**config.mk**
```make
export PLATFORM = sky130hd
export DESIGN_NAME = ple_ctrl
export DESIGN_NICKNAME = d
export VERILOG_FILES = /design/src/hdl/ple_pkg.sv /design/src/hdl/ple_sync2.sv /design/src/hdl/ple_prio.sv /design/src/hdl/ple_ctrl.sv
export SDC_FILE = /design/constraint.sdc
export NUM_CORES = 1
export LEC_CHECK = 0
export BUFFER_PORTS_ARGS = -buffer_cell sky130_fd_sc_hd__buf_4
export CORE_ASPECT_RATIO = 0.8
export CORE_MARGIN = 3
export CORE_UTILIZATION = 44
export DETAILED_ROUTE_END_ITERATION = 10
export PLACE_DENSITY = 0.7
export SLEW_MARGIN = 20
export SYNTH_ARGS = -nofsm -noshare
export SYNTH_HDL_FRONTEND = slang
export SYNTH_HIERARCHICAL = 1
export SYNTH_SLANG_ARGS = --single-unit
```
**constraint.sdc**
```tcl
create_clock -name clk_i -period 6.1 [get_ports clk_i]
set_input_delay 1.83 -clock clk_i [delete_from_list [all_inputs] [get_ports clk_i]]
set_output_delay 1.83 -clock clk_i [all_outputs]
set_load 0.1 [all_outputs]
```
**src/hdl/ple_pkg.sv**
```systemverilog
// Constants, encodings and register map of the privileged library mode
// entry and exit controller. Assumes a 34-bit program counter space.
package ple_pkg;

   // ==========================================================
   // Address widths
   localparam int PC_W = 34;
   localparam int OFS_W = 14;
   localparam int BASE_W = PC_W - OFS_W;
   localparam int ADDR_W = 12;

   // ==========================================================
   // Events, lowest index has the highest priority
   localparam int EV_N = 9;
   localparam int EV_IW = 4;
   localparam logic [EV_IW-1:0] EV_RESET = 4'h0;
   localparam logic [EV_IW-1:0] EV_MACHINE_CHECK_ENTRY = 4'h1;
   localparam logic [EV_IW-1:0] EV_ARITHMETIC_TRAP_ENTRY = 4'h2;
   localparam logic [EV_IW-1:0] EV_INTR = 4'h3;
   localparam logic [EV_IW-1:0] EV_DERR = 4'h4;
   localparam logic [EV_IW-1:0] EV_DTBM = 4'h5;
   localparam logic [EV_IW-1:0] EV_ITBM = 4'h6;
   localparam logic [EV_IW-1:0] EV_CALL = 4'h7;
   localparam logic [EV_IW-1:0] EV_RESERVED_OPCODE_ENTRY = 4'h8;
   localparam logic [EV_N-1:0] EV_RESET_MASK = 9'h001;

   // Entry offsets, indexed by event
   localparam logic [OFS_W-1:0] ENTRY_OFS [0:EV_N-1] = '{
      14'h0000, 14'h0020, 14'h0060, 14'h00e0, 14'h01e0,
      14'h09e0, 14'h03e0, 14'h2000, 14'h13e0};
   localparam logic [OFS_W-1:0] CALL_OFS_BASE = 14'h2000;
   localparam int CALL_FN_HI = 7;
   localparam int CALL_FN_LO_W = 6;
   localparam int CALL_OFS_SHIFT = 6;
   localparam logic [PC_W-1:0] CALL_PC_STEP = 34'h000000004;

   // ==========================================================
   // Instruction kinds presented by the decoder
   localparam logic [2:0] INSTR_NORMAL = 3'h0;
   localparam logic [2:0] INSTR_RD_IREG = 3'h1;
   localparam logic [2:0] INSTR_WR_IREG = 3'h2;
   localparam logic [2:0] INSTR_PHYS_LD = 3'h3;
   localparam logic [2:0] INSTR_PHYS_ST = 3'h4;
   localparam logic [2:0] INSTR_RETURN = 3'h5;
   localparam logic [2:0] INSTR_CALL = 3'h6;

   // ==========================================================
   // Register map (byte addresses)
   localparam logic [ADDR_W-1:0] REG_LIB_BASE = 12'h000;
   localparam logic [ADDR_W-1:0] REG_EXC_LO = 12'h004;
   localparam logic [ADDR_W-1:0] REG_EXC_HI = 12'h008;
   localparam logic [ADDR_W-1:0] REG_STATUS = 12'h00c;
   localparam int EXC_HI_W = PC_W - 32;
   localparam logic [BASE_W-1:0] LIB_BASE_RST = 20'h00000;
   localparam logic [PC_W-1:0] EXCEPTION_ADDRESS_REGISTER_RST = 34'h000000000;
   // Status fields
   localparam int ST_MODE = 0;
   localparam int ST_INTR_EN = 1;
   localparam int ST_IMAP_EN = 2;
   localparam int ST_BUSY = 3;
   localparam int ST_CAUSE_LO = 4;
   localparam int ST_PEND_LO = 8;

   // ==========================================================
   // Controller states
   typedef enum logic [2:0] {
      S_RUN = 3'b001,
      S_DRAIN = 3'b010,
      S_DISP = 3'b100
   } ple_state_type;

endpackage : ple_pkg

```
**src/hdl/ple_sync2.sv**
```systemverilog
// Two-flop synchroniser for one level from outside the clock domain.
// Assumes the input is a slow level, not a pulse.
`timescale 1ns/10ps
`default_nettype none
module ple_sync2 (
   input wire logic clk_i, // Core clock
   input wire logic rst_i, // Asynchronous reset, active high
   input wire logic d_i, // Asynchronous level
   output logic q_o // Synchronised level
);
   logic meta_q;

   always_ff @(posedge clk_i or posedge rst_i) begin
      if (rst_i) begin
         meta_q <= 1'b0;
         q_o <= 1'b0;
      end else begin
         meta_q <= d_i;
         q_o <= meta_q;
      end
   end
endmodule : ple_sync2
`default_nettype wire

```
**src/hdl/ple_prio.sv**
```systemverilog
// Fixed priority picker: the lowest set request index wins.
// Assumes IW is wide enough to hold N-1.
`timescale 1ns/10ps
`default_nettype none
module ple_prio #(
   parameter int N = 9,
   parameter int IW = 4
) (
   input wire logic [N-1:0] req_i, // Request vector
   output logic any_o, // At least one request
   output logic [IW-1:0] idx_o // Index of the winner
);
   always_comb begin
      any_o = 1'b0;
      idx_o = '0;
      for (int i = N - 1; i >= 0; i--) begin
         if (req_i[i]) begin
            any_o = 1'b1;
            idx_o = IW'(i);
         end
      end
   end
endmodule : ple_prio
`default_nettype wire

```
**src/hdl/ple_ctrl.sv**
```systemverilog
// Privileged library mode entry and exit controller with APB registers.
// Assumes event inputs are one-cycle pulses from core logic on clk_i,
// the pipeline answers a drain request with drain_done_i, and irq_i is
// an asynchronous pin level.
//
// Contract
// - Every library entry first drains the instruction pipeline.
// - After drain, save PC, dispatch, and enter privileged library mode.
// - Entry address is an offset added to the programmable library base.
// - In library mode, instruction mapping off, data mapping stays on.
// - No interrupts are taken while in privileged library mode.
// - Internal register access, physical load/store and return run in mode.
// - Mode-only instruction outside the mode dispatches to reserved opcode entry.
// - Return jumps to the address held in the exception address register.
// - Return with bit 0 clear enables interrupts, mapping, leaves the mode.
// - Reset enters the mode at the reset routine until a clean return.
// - Hardware errors dispatch to routines chosen by the error type.
// - A sensed interrupt dispatches to the interrupt routine.
// - Data and instruction translation misses dispatch to separate routines.
// - Dispatch bits 13:0 from offset, bits 33:14 from library base.
// - Library base register is zero after reset.
// - Simultaneous events resolve by fixed priority: reset, check, arithmetic_trap_entry, interrupt.
// - Library call instruction saves PC plus 4 as the return address.
//
// The APB register port and the placing of the registers were left to the implementer.
`timescale 1ns/10ps
`default_nettype none
module ple_ctrl
   import ple_pkg::*;
(
   input wire logic clk_i, // Core clock, 250 MHz
   input wire logic rst_i, // Asynchronous reset, active high
   // APB slave
   input wire logic psel_i, // Slave select
   input wire logic penable_i, // Access phase
   input wire logic pwrite_i, // Write when high
   input wire logic [ADDR_W-1:0] paddr_i, // Byte address
   input wire logic [31:0] pwdata_i, // Write data
   output logic [31:0] prdata_o, // Read data
   output logic pready_o, // Transfer done
   output logic pslverr_o, // Unmapped address
   // Events from core logic
   input wire logic machine_check_entry_i, // Uncorrected hardware error
   input wire logic arithmetic_trap_entry_i, // Arithmetic exception
   input wire logic derr_i, // Data fetch error
   input wire logic dtb_miss_i, // Data translation miss
   input wire logic itb_miss_i, // Instruction translation miss
   input wire logic irq_i, // Interrupt pin level
   // Decoded instruction
   input wire logic instr_valid_i, // Instruction issued
   input wire logic [2:0] instr_kind_i, // Instruction kind
   input wire logic [7:0] call_func_i, // Library call function
   input wire logic [PC_W-1:0] cur_pc_i, // PC of the oldest instruction
   // Pipeline
   output logic drain_req_o, // Drain the pipeline
   input wire logic drain_done_i, // Pipeline empty
   output logic redirect_o, // One-cycle fetch redirect
   output logic [PC_W-1:0] redirect_pc_o, // New fetch PC
   output logic priv_exec_o, // Mode-only instruction executes
   output logic priv_mode_o, // Privileged library mode
   output logic imap_en_o, // Instruction stream mapping on
   output logic dmap_en_o, // Data stream mapping on
   output logic intr_en_o // Interrupts enabled
);

   // ==========================================================
   // Signals
   ple_state_type state_q;
   ple_state_type state_d;
   logic [EV_N-1:0] pend_q;
   logic [EV_N-1:0] ev_set;
   logic [EV_N-1:0] ev_clr;
   logic [EV_N-1:0] req;
   logic [BASE_W-1:0] lib_base_q;
   logic [PC_W-1:0] exception_address_register_q;
   logic [7:0] call_func_q;
   logic [EV_IW-1:0] cause_q;
   logic [EV_IW-1:0] win_idx;
   logic win_any;
   logic irq_s;
   logic mode_only;
   logic is_ret;
   logic ret_go;
   logic disp_go;
   logic [OFS_W-1:0] disp_ofs;
   logic [PC_W-1:0] save_pc;
   logic apb_acc;
   logic apb_wr;
   logic apb_hit;
   logic [31:0] rd_mux;

   ple_sync2 u_irq_sync (
      .clk_i(clk_i),
      .rst_i(rst_i),
      .d_i(irq_i),
      .q_o(irq_s)
   );

   // ==========================================================
   // Event collection
   assign mode_only = (instr_kind_i == INSTR_RD_IREG) || (instr_kind_i == INSTR_WR_IREG)
      || (instr_kind_i == INSTR_PHYS_LD) || (instr_kind_i == INSTR_PHYS_ST)
      || (instr_kind_i == INSTR_RETURN);
   assign is_ret = instr_valid_i && (instr_kind_i == INSTR_RETURN) && priv_mode_o;

   always_comb begin
      ev_set = '0;
      ev_set[EV_MACHINE_CHECK_ENTRY] = machine_check_entry_i;
      ev_set[EV_ARITHMETIC_TRAP_ENTRY] = arithmetic_trap_entry_i;
      ev_set[EV_DERR] = derr_i;
      ev_set[EV_DTBM] = dtb_miss_i;
      ev_set[EV_ITBM] = itb_miss_i;
      if (instr_valid_i && state_q == S_RUN) begin
         ev_set[EV_CALL] = (instr_kind_i == INSTR_CALL);
         ev_set[EV_RESERVED_OPCODE_ENTRY] = mode_only && !priv_mode_o;
      end
   end

   // Interrupt is a level, never latched, and masked in library mode
   always_comb begin
      req = pend_q;
      req[EV_INTR] = irq_s && intr_en_o;
   end

   ple_prio #(
      .N(EV_N),
      .IW(EV_IW)
   ) u_prio (
      .req_i(req),
      .any_o(win_any),
      .idx_o(win_idx)
   );

   // ==========================================================
   // Sequencing
   assign disp_go = (state_q == S_DRAIN) && drain_done_i && win_any;
   // Pending events pre-empt a return in the same cycle
   assign ret_go = is_ret && (state_q == S_RUN) && !win_any;

   always_comb begin
      state_d = state_q;
      case (state_q)
         S_RUN: begin
            if (win_any) begin
               state_d = S_DRAIN;
            end
         end
         S_DRAIN: begin
            if (drain_done_i) begin
               state_d = win_any ? S_DISP : S_RUN;
            end
         end
         S_DISP: begin
            state_d = S_RUN;
         end
         default: begin
            state_d = S_RUN;
         end
      endcase
   end

   always_ff @(posedge clk_i or posedge rst_i) begin
      if (rst_i) begin
         state_q <= S_RUN;
      end else begin
         state_q <= state_d;
      end
   end

   always_ff @(posedge clk_i or posedge rst_i) begin
      if (rst_i) begin
         drain_req_o <= 1'b0;
      end else begin
         drain_req_o <= (state_d == S_DRAIN);
      end
   end

   // Set wins over the clear of the dispatched event
   always_comb begin
      ev_clr = '0;
      if (disp_go) begin
         ev_clr[win_idx] = 1'b1;
      end
   end

   always_ff @(posedge clk_i or posedge rst_i) begin
      if (rst_i) begin
         pend_q <= EV_RESET_MASK;
      end else begin
         pend_q <= (pend_q & ~ev_clr) | ev_set;
      end
   end

   always_ff @(posedge clk_i or posedge rst_i) begin
      if (rst_i) begin
         call_func_q <= 8'h00;
      end else if (ev_set[EV_CALL]) begin
         call_func_q <= call_func_i;
      end
   end

   // ==========================================================
   // Dispatch address
   always_comb begin
      disp_ofs = ENTRY_OFS[win_idx];
      if (win_idx == EV_CALL) begin
         disp_ofs = CALL_OFS_BASE | OFS_W'({call_func_q[CALL_FN_HI],
            call_func_q[CALL_FN_LO_W-1:0]} << CALL_OFS_SHIFT);
      end
   end

   always_comb begin
      save_pc = cur_pc_i;
      if (win_idx == EV_CALL) begin
         save_pc = cur_pc_i + CALL_PC_STEP;
      end
   end

   always_ff @(posedge clk_i or posedge rst_i) begin
      if (rst_i) begin
         redirect_o <= 1'b0;
         redirect_pc_o <= EXCEPTION_ADDRESS_REGISTER_RST;
      end else begin
         redirect_o <= disp_go || ret_go;
         if (disp_go) begin
            redirect_pc_o <= {lib_base_q, disp_ofs};
         end else if (ret_go) begin
            redirect_pc_o <= {exception_address_register_q[PC_W-1:1], 1'b0};
         end
      end
   end

   always_ff @(posedge clk_i or posedge rst_i) begin
      if (rst_i) begin
         cause_q <= EV_RESET;
      end else if (disp_go) begin
         cause_q <= win_idx;
      end
   end

   // ==========================================================
   // Mode flags
   always_ff @(posedge clk_i or posedge rst_i) begin
      if (rst_i) begin
         priv_mode_o <= 1'b1;
         imap_en_o <= 1'b0;
         intr_en_o <= 1'b0;
      end else if (disp_go) begin
         priv_mode_o <= 1'b1;
         imap_en_o <= 1'b0;
         intr_en_o <= 1'b0;
      end else if (ret_go && !exception_address_register_q[0]) begin
         priv_mode_o <= 1'b0;
         imap_en_o <= 1'b1;
         intr_en_o <= 1'b1;
      end
   end

   // Data stream translation is never turned off by this block
   always_ff @(posedge clk_i or posedge rst_i) begin
      if (rst_i) begin
         dmap_en_o <= 1'b1;
      end else begin
         dmap_en_o <= 1'b1;
      end
   end

   always_ff @(posedge clk_i or posedge rst_i) begin
      if (rst_i) begin
         priv_exec_o <= 1'b0;
      end else begin
         priv_exec_o <= instr_valid_i && mode_only && priv_mode_o
            && (state_q == S_RUN) && !win_any;
      end
   end

   // ==========================================================
   // APB slave, one wait state so every answer comes from a flop
   assign apb_acc = psel_i && penable_i && !pready_o;
   // Writes land only at the completion edge, where the master sees pready high
   assign apb_wr = psel_i && penable_i && pready_o && pwrite_i;
   assign apb_hit = (paddr_i == REG_LIB_BASE) || (paddr_i == REG_EXC_LO)
      || (paddr_i == REG_EXC_HI) || (paddr_i == REG_STATUS);

   always_comb begin
      rd_mux = 32'h00000000;
      case (paddr_i)
         REG_LIB_BASE: rd_mux[BASE_W-1:0] = lib_base_q;
         REG_EXC_LO: rd_mux = exception_address_register_q[31:0];
         REG_EXC_HI: rd_mux[EXC_HI_W-1:0] = exception_address_register_q[PC_W-1:32];
         REG_STATUS: begin
            rd_mux[ST_MODE] = priv_mode_o;
            rd_mux[ST_INTR_EN] = intr_en_o;
            rd_mux[ST_IMAP_EN] = imap_en_o;
            rd_mux[ST_BUSY] = (state_q != S_RUN);
            rd_mux[ST_CAUSE_LO +: EV_IW] = cause_q;
            rd_mux[ST_PEND_LO +: EV_N] = pend_q;
         end
         default: rd_mux = 32'h00000000;
      endcase
   end

   always_ff @(posedge clk_i or posedge rst_i) begin
      if (rst_i) begin
         pready_o <= 1'b0;
         pslverr_o <= 1'b0;
         prdata_o <= 32'h00000000;
      end else begin
         pready_o <= apb_acc;
         pslverr_o <= apb_acc && !apb_hit;
         prdata_o <= (apb_acc && !pwrite_i) ? rd_mux : 32'h00000000;
      end
   end

   always_ff @(posedge clk_i or posedge rst_i) begin
      if (rst_i) begin
         lib_base_q <= LIB_BASE_RST;
      end else if (apb_wr && paddr_i == REG_LIB_BASE) begin
         lib_base_q <= pwdata_i[BASE_W-1:0];
      end
   end

   // Hardware save on dispatch beats a software write in the same cycle
   always_ff @(posedge clk_i or posedge rst_i) begin
      if (rst_i) begin
         exception_address_register_q <= EXCEPTION_ADDRESS_REGISTER_RST;
      end else if (disp_go) begin
         exception_address_register_q <= save_pc;
      end else if (apb_wr && paddr_i == REG_EXC_LO) begin
         exception_address_register_q[31:0] <= pwdata_i;
      end else if (apb_wr && paddr_i == REG_EXC_HI) begin
         exception_address_register_q[PC_W-1:32] <= pwdata_i[EXC_HI_W-1:0];
      end
   end

endmodule : ple_ctrl
`default_nettype wire

```
* Word-level counts from Yosys, hierarchy flattened
Memory sizes are Yosys's and may differ from the RTL's. Index checks and enable logic that the tools add are counted.
Word-level totals: flip-flop bits (word level) 153, latch bits 0, bits in writable memories 0, memory bits (read-only) 224, input port bits 102, output and inout bits 75, word-level logic and storage cells 131, memories 1
Memory list:
- (no name shown) | depth 16, bits a word 14, rd ports 1, clocked after Yosys merged registers in 0, write ports 0, RTL line ple_ctrl.sv:205 | disp_ofs = ENTRY_OFS[win_idx];
Cells by class: $add $sub $neg 1, $mul 0, div/mod/pow operators 0, $lt $le $gt $ge 3, equality and inequality tests 15, shifts and indexed selects 0, muxes and demuxes 45, bitwise operators 4, reduce and logical (&&, ||, !) cells 44
Operators with widths (count):
- $mux 34 | 4
- $mux 32 | 2
- $pmux 15 s3 | 1
- $mux 14 | 3
- $mux 4 | 9
- $add 34x3->34 const B | 1
- $eq 12x4->1 const B | 2
- $logic_and 1x1->1 | 24
- $mux 1 | 14
- $eq 12x3->1 const B | 1
- $eq 3x2->1 const B | 4
- $logic_not 12->1 | 1
- $mux 12 | 1
- $pmux 3 s2 | 2
- $and 9x9->9 | 1
- $eq 3x3->1 const B | 3
- $mux 3 | 3
- $mux 9 | 1
- $not 9->9 | 1
- $or 9x9->9 | 1
- $logic_or 1x1->1 | 8
- $pmux 2 s4 | 1
- $reduce_bool 2->1 | 4
- $eq 3x1->1 const B | 2
- 11 further kinds | 18

* Logic depth before layout (Yosys ltp)
depth in word-level cells 17, depth in mapped cells 11, mapped depth without buffers 9

* By module
Netlist, hierarchy kept.
Modules (own cells, without submodules):
- ple_ctrl | times used 1, cells an instance 705, area each 7176.9 sq um, sequential area each 3732.3 sq um
- ple_prio | times used 1, cells an instance 15, area each 98.8 sq um, sequential area each 0.0 sq um
- ple_sync2 | times used 1, cells an instance 3, area each 53.8 sq um, sequential area each 50.0 sq um

* Worst setup path after synthesis
OpenSTA, ideal clock, no wires.
kind in2reg, start point in paddr_i[7], end point reg lib_base_q[0], setup time 0.125 ns, data arrival time 3.348 ns, required time 5.975 ns, slack 2.627 ns, stages 5, path buffers 1, path through or4_1 nor4_1 and2_1 buf_2 mux2_2
On the way: cells in the longest elaborated chain, start to end 2
RTL lines:
- start: declaration | RTL line ple_ctrl.sv:37 | input wire logic [ADDR_W-1:0] paddr_i,
- $logic_not 12->1 | RTL line ple_ctrl.sv:318 | end else if (apb_wr && paddr_i == REG_LIB_BASE) begin
- $logic_and 1x1->1 | RTL line ple_ctrl.sv:318
- end signal: assignment | RTL line ple_ctrl.sv:319 | lib_base_q <= pwdata_i[BASE_W-1:0];
- end: declaration | RTL line ple_ctrl.sv:74 | logic [BASE_W-1:0] lib_base_q;
No other way between the ends. A chain may end at the register's enable or synchronous reset.

* Worst setup path after layout
start point in paddr_i[1], end point reg lib_base_q[6]
The elaborated chain is that of the path after synthesis.

==> results.py <==
metrics = {
    "outcome": {
        "outcome": "completed",
    },
    "yosys": {
        "synth_top_cells_by_area": "dfrtp_1, mux2_2, nand2_1, xor2_1, mux2i_1",
        "synth_nets": 826,
        "synth.yosys.seq_area_share": 0.516,
        "synth.top_cell.area_share": 0.505,
        "async_flop_share": 1.00,
        "synth-seq-cells": 151,
        "syn_area_um2": 7330,
        "synth_edf_count": 0,
        "netlist.top_cell.by_area": "dfrtp_1",
        "synth_warnings": 6,
        "ys_types": 55,
        "ys.flop_type": "dfrtp_1",
        "syn_avg_cell_area_um2": 10.1,
        "netlist_instances": 723,
    },
    "timing": {
        "setup_viol": 0,
        "min_period_over_period": 0.661,
        "slew_headroom": 0.321,
        "max_freq_mhz": 248,
        "worstMarginPinSlew_ps": 1020,
        "fin_crit_ps": 4030,
        "fin_skew_ps": 5.94,
        "rsz0062_at_grt": "false",
        "final_max_slew_viol_count": 0,
        "finalHoldViolations": 0,
        "whs_ps": 349,
        "tns_ps": 0,
    },
    "clock_tree": {
        "clkLatencyLatePin_ps": 420,
        "clockBufferDepth": 2,
        "clock_sinks": 151,
        "cts_resized": 0,
        "hold_buffers": 0,
        "cts_made_buffers": 17,
        "tritoncts": "built",
        "post-cts-setup-buffers": 0,
        "cts-root-buf": "clkbuf_16",
        "path_clk_slew_ps": 60,
        "htreeDepth": 4,
    },
    "drt": {
        "drc": 0,
        "vias_per_cell": 5.79,
        "drt-total-wl_um": 22300,
        "drtIter0Drc": 631,
        "dr.pass1.iters": 5,
        "routedWlPerCell_um": 20.2,
        "ant_nets": 0,
        "num_vias": 6386,
    },
    "die": {
        "io_pins": 177,
        "start_util": 0.456,
        "design.die.area_um2": 18300,
        "die_x_um": 150,
        "die_h_um": 121,
        "core_area_um2": 16100,
        "num_rows": 41,
    },
    "setup_path": {
        "critPathKind": "in -> reg",
        "worstPathArrival_ps": 4340,
        "crit_path_start_kind": "input pin",
        "regToRegSetupSlack_ps": 2700,
        "timing.rr.end": "exception_address_register_q[33]",
        "path_max_fanout": 20,
        "end_kind": "register",
        "required_ps": 6400,
        "r2r_start": "intr_en_o",
        "ff2ff_path_depth": 10,
    },
    "layout": {
        "nFillCells": 1396,
        "finalNonFillerCells": 1103,
        "fin_nets": 978,
        "stdcell_area_um2": 9380,
        "diodes": 0,
        "layout-drive-gt1-share": 0.293,
        "multi_input_comb_area_um2": 3300,
        "seq_area_um2": 3780,
        "areaGrowthSynthToFinish_pct": 28.0,
    },
    "grt": {
        "grt_max_degree": 118,
        "overflow": 0,
        "grt_pass1_wl_um": 34300,
        "grt_antenna_before_repair": 0,
        "grt_pass1_vias": 6093,
        "grt_usage": 0.247,
    },
    "place": {
        "hpwl_um": 15800,
        "io_buffers": 173,
        "place_area_um2": 8780,
        "place_congestion": 0.876,
        "place_inst": 1071,
    },
    "min_path": {
        "hp-start": "u_irq_sync/meta_q",
        "hold_path.class": "reg -> reg",
        "hold_depth": 0,
        "min_to": "u_irq_sync/q_o",
    },
    "pwr": {
        "powerDensity_nw_per_um2": 347,
        "ir_worst_vdd_v": 0.000169,
        "power_leakage_nw": 4.51,
    },
    "job": {
        "cap_violations": 0,
    },
}
cells by family (layout without fill, tap and decap cells):
| group | count (synthesis) | after routing | synth area share |
|---|---|---|---|
| compound gates | 137 | 137 | 0.129 |
| xor+xnor | 31 | 31 | 0.0370 |
| fa+ha+maj | 1 | 1 | 0.00171 |
| buf+inv | 61 | 226 | 0.0358 |
| flops | 151 | 151 | 0.516 |
| mux | 53 | 53 | 0.0777 |
| other cells | 2 | 2 | 0.00102 |
| simple gates | 287 | 287 | 0.201 |
worst max-delay path, cell delays in order:
cell     delay, ps
buf_4          110
nor4_1         470
nand2_1        130
nor4_1         470
and2_1         880
mux2_2         420
worst max path at each step:
stage                     startpoint              to  slack, ps  depth (start not counted)
after floorplan                rst_i  call_func_q[0]        270                          1
after global placement    paddr_i[1]   lib_base_q[7]       1710                          6
after detailed placement  paddr_i[1]   lib_base_q[6]       1660                          6
after CTS                 paddr_i[1]   lib_base_q[6]       2080                          6
after global routing      paddr_i[1]  lib_base_q[16]       1920                          6
final                     paddr_i[1]   lib_base_q[6]       2070                          6
final cells by class:
class | instances | share of cell area
Clock buffer | 23 | 0.0509
Clock inverter | 9 | 0.0131
Inverter | 8 | 0.00400
Multi-Input combinational cell | 511 | 0.351
Sequential cell | 151 | 0.403
Tap cell | 215 | 0.0287
Timing Repair Buffer | 186 | 0.149
power by group:
group          switching (mW)  internal [mW]  leakage, nW  total, mW
sequential              0.177           1.19         1.93       1.37
clock                   0.403          0.672        0.297       1.08
combinational           0.531          0.281         2.29      0.813
layer usage:
layer,up-vias,global-route usage,share of wire
met2,290,0.370,0.45
met5,-,0,0
met1,3149,0.365,0.46
li1,2924,-,-
met4,0,0.0577,0.014
met3,23,0.0571,0.080
per-stage QoR:
| step | power [mW] | utilization | worst slack, ps |
|---|---|---|---|
| floorplan | 1.91 | - | 267 |
| global placement | 2.17 | 0.547 | 1710 |
| detailed placement | 2.19 | 0.547 | 1660 |
| CTS | 3.26 | 0.584 | 2080 |
| global route | 3.40 | 0.584 | 1920 |
| finish | 3.26 | 0.584 | 2070 |
flip-flops by register name (all words and copies together) (netlist names):
register,flops
pslverr_o,1
exception_address_register_q,34
priv_mode_o,1
cause_q,4
prdata_o,32
pready_o,1
lib_base_q,20
redirect_pc_o,33
state_q,3
intr_en_o,1
pend_q,9
redirect_o,1
priv_exec_o,1
drain_req_o,1
u_irq_sync/meta_q,1
call_func_q,7
u_irq_sync/q_o,1
Yosys cell counts (all sizes together) (2+ instances only):
cell type / count
nand3b: 6
o21ai: 7
xor2: 27
a222oi: 2
or3: 2
nor3b: 4
o21a: 2
buf: 19
or4: 2
a221o: 17
nor2: 57
nand3: 18
a31oi: 34
clkbuf: 34
a211oi: 6
o41ai: 2
o211ai: 3
nor3: 18
dfrtp: 148
a21o: 5
and2: 18
nand4: 20
nand4b: 4
inv: 8
a21oi: 30
mux2: 31
a22oi: 24
mux2i: 22
nor4: 7
nand2b: 4
nor2b: 2
conb: 2
and4: 3
or3b: 2
and3: 31
dfstp: 3
xnor2: 4
nand2: 84
cells in the final DEF (no fill, tap or decap), drive strengths merged, types with 8 or more instances in the layout:
| master | Yosys | routed |
|---|---|---|
| a22oi | 24 | 24 |
| nor2 | 57 | 57 |
| and3 | 31 | 31 |
| and2 | 18 | 18 |
| mux2i | 22 | 22 |
| clkbuf | 34 | 23 |
| a221o | 17 | 17 |
| nor3 | 18 | 18 |
| a31oi | 34 | 34 |
| a21oi | 30 | 30 |
| nand4 | 20 | 20 |
| dfrtp | 148 | 148 |
| inv | 8 | 8 |
| xor2 | 27 | 27 |
| buf | 19 | 186 |
| nand3 | 18 | 18 |
| nand2 | 84 | 84 |
| mux2 | 31 | 31 |
Power figures use the tool's default switching activity.
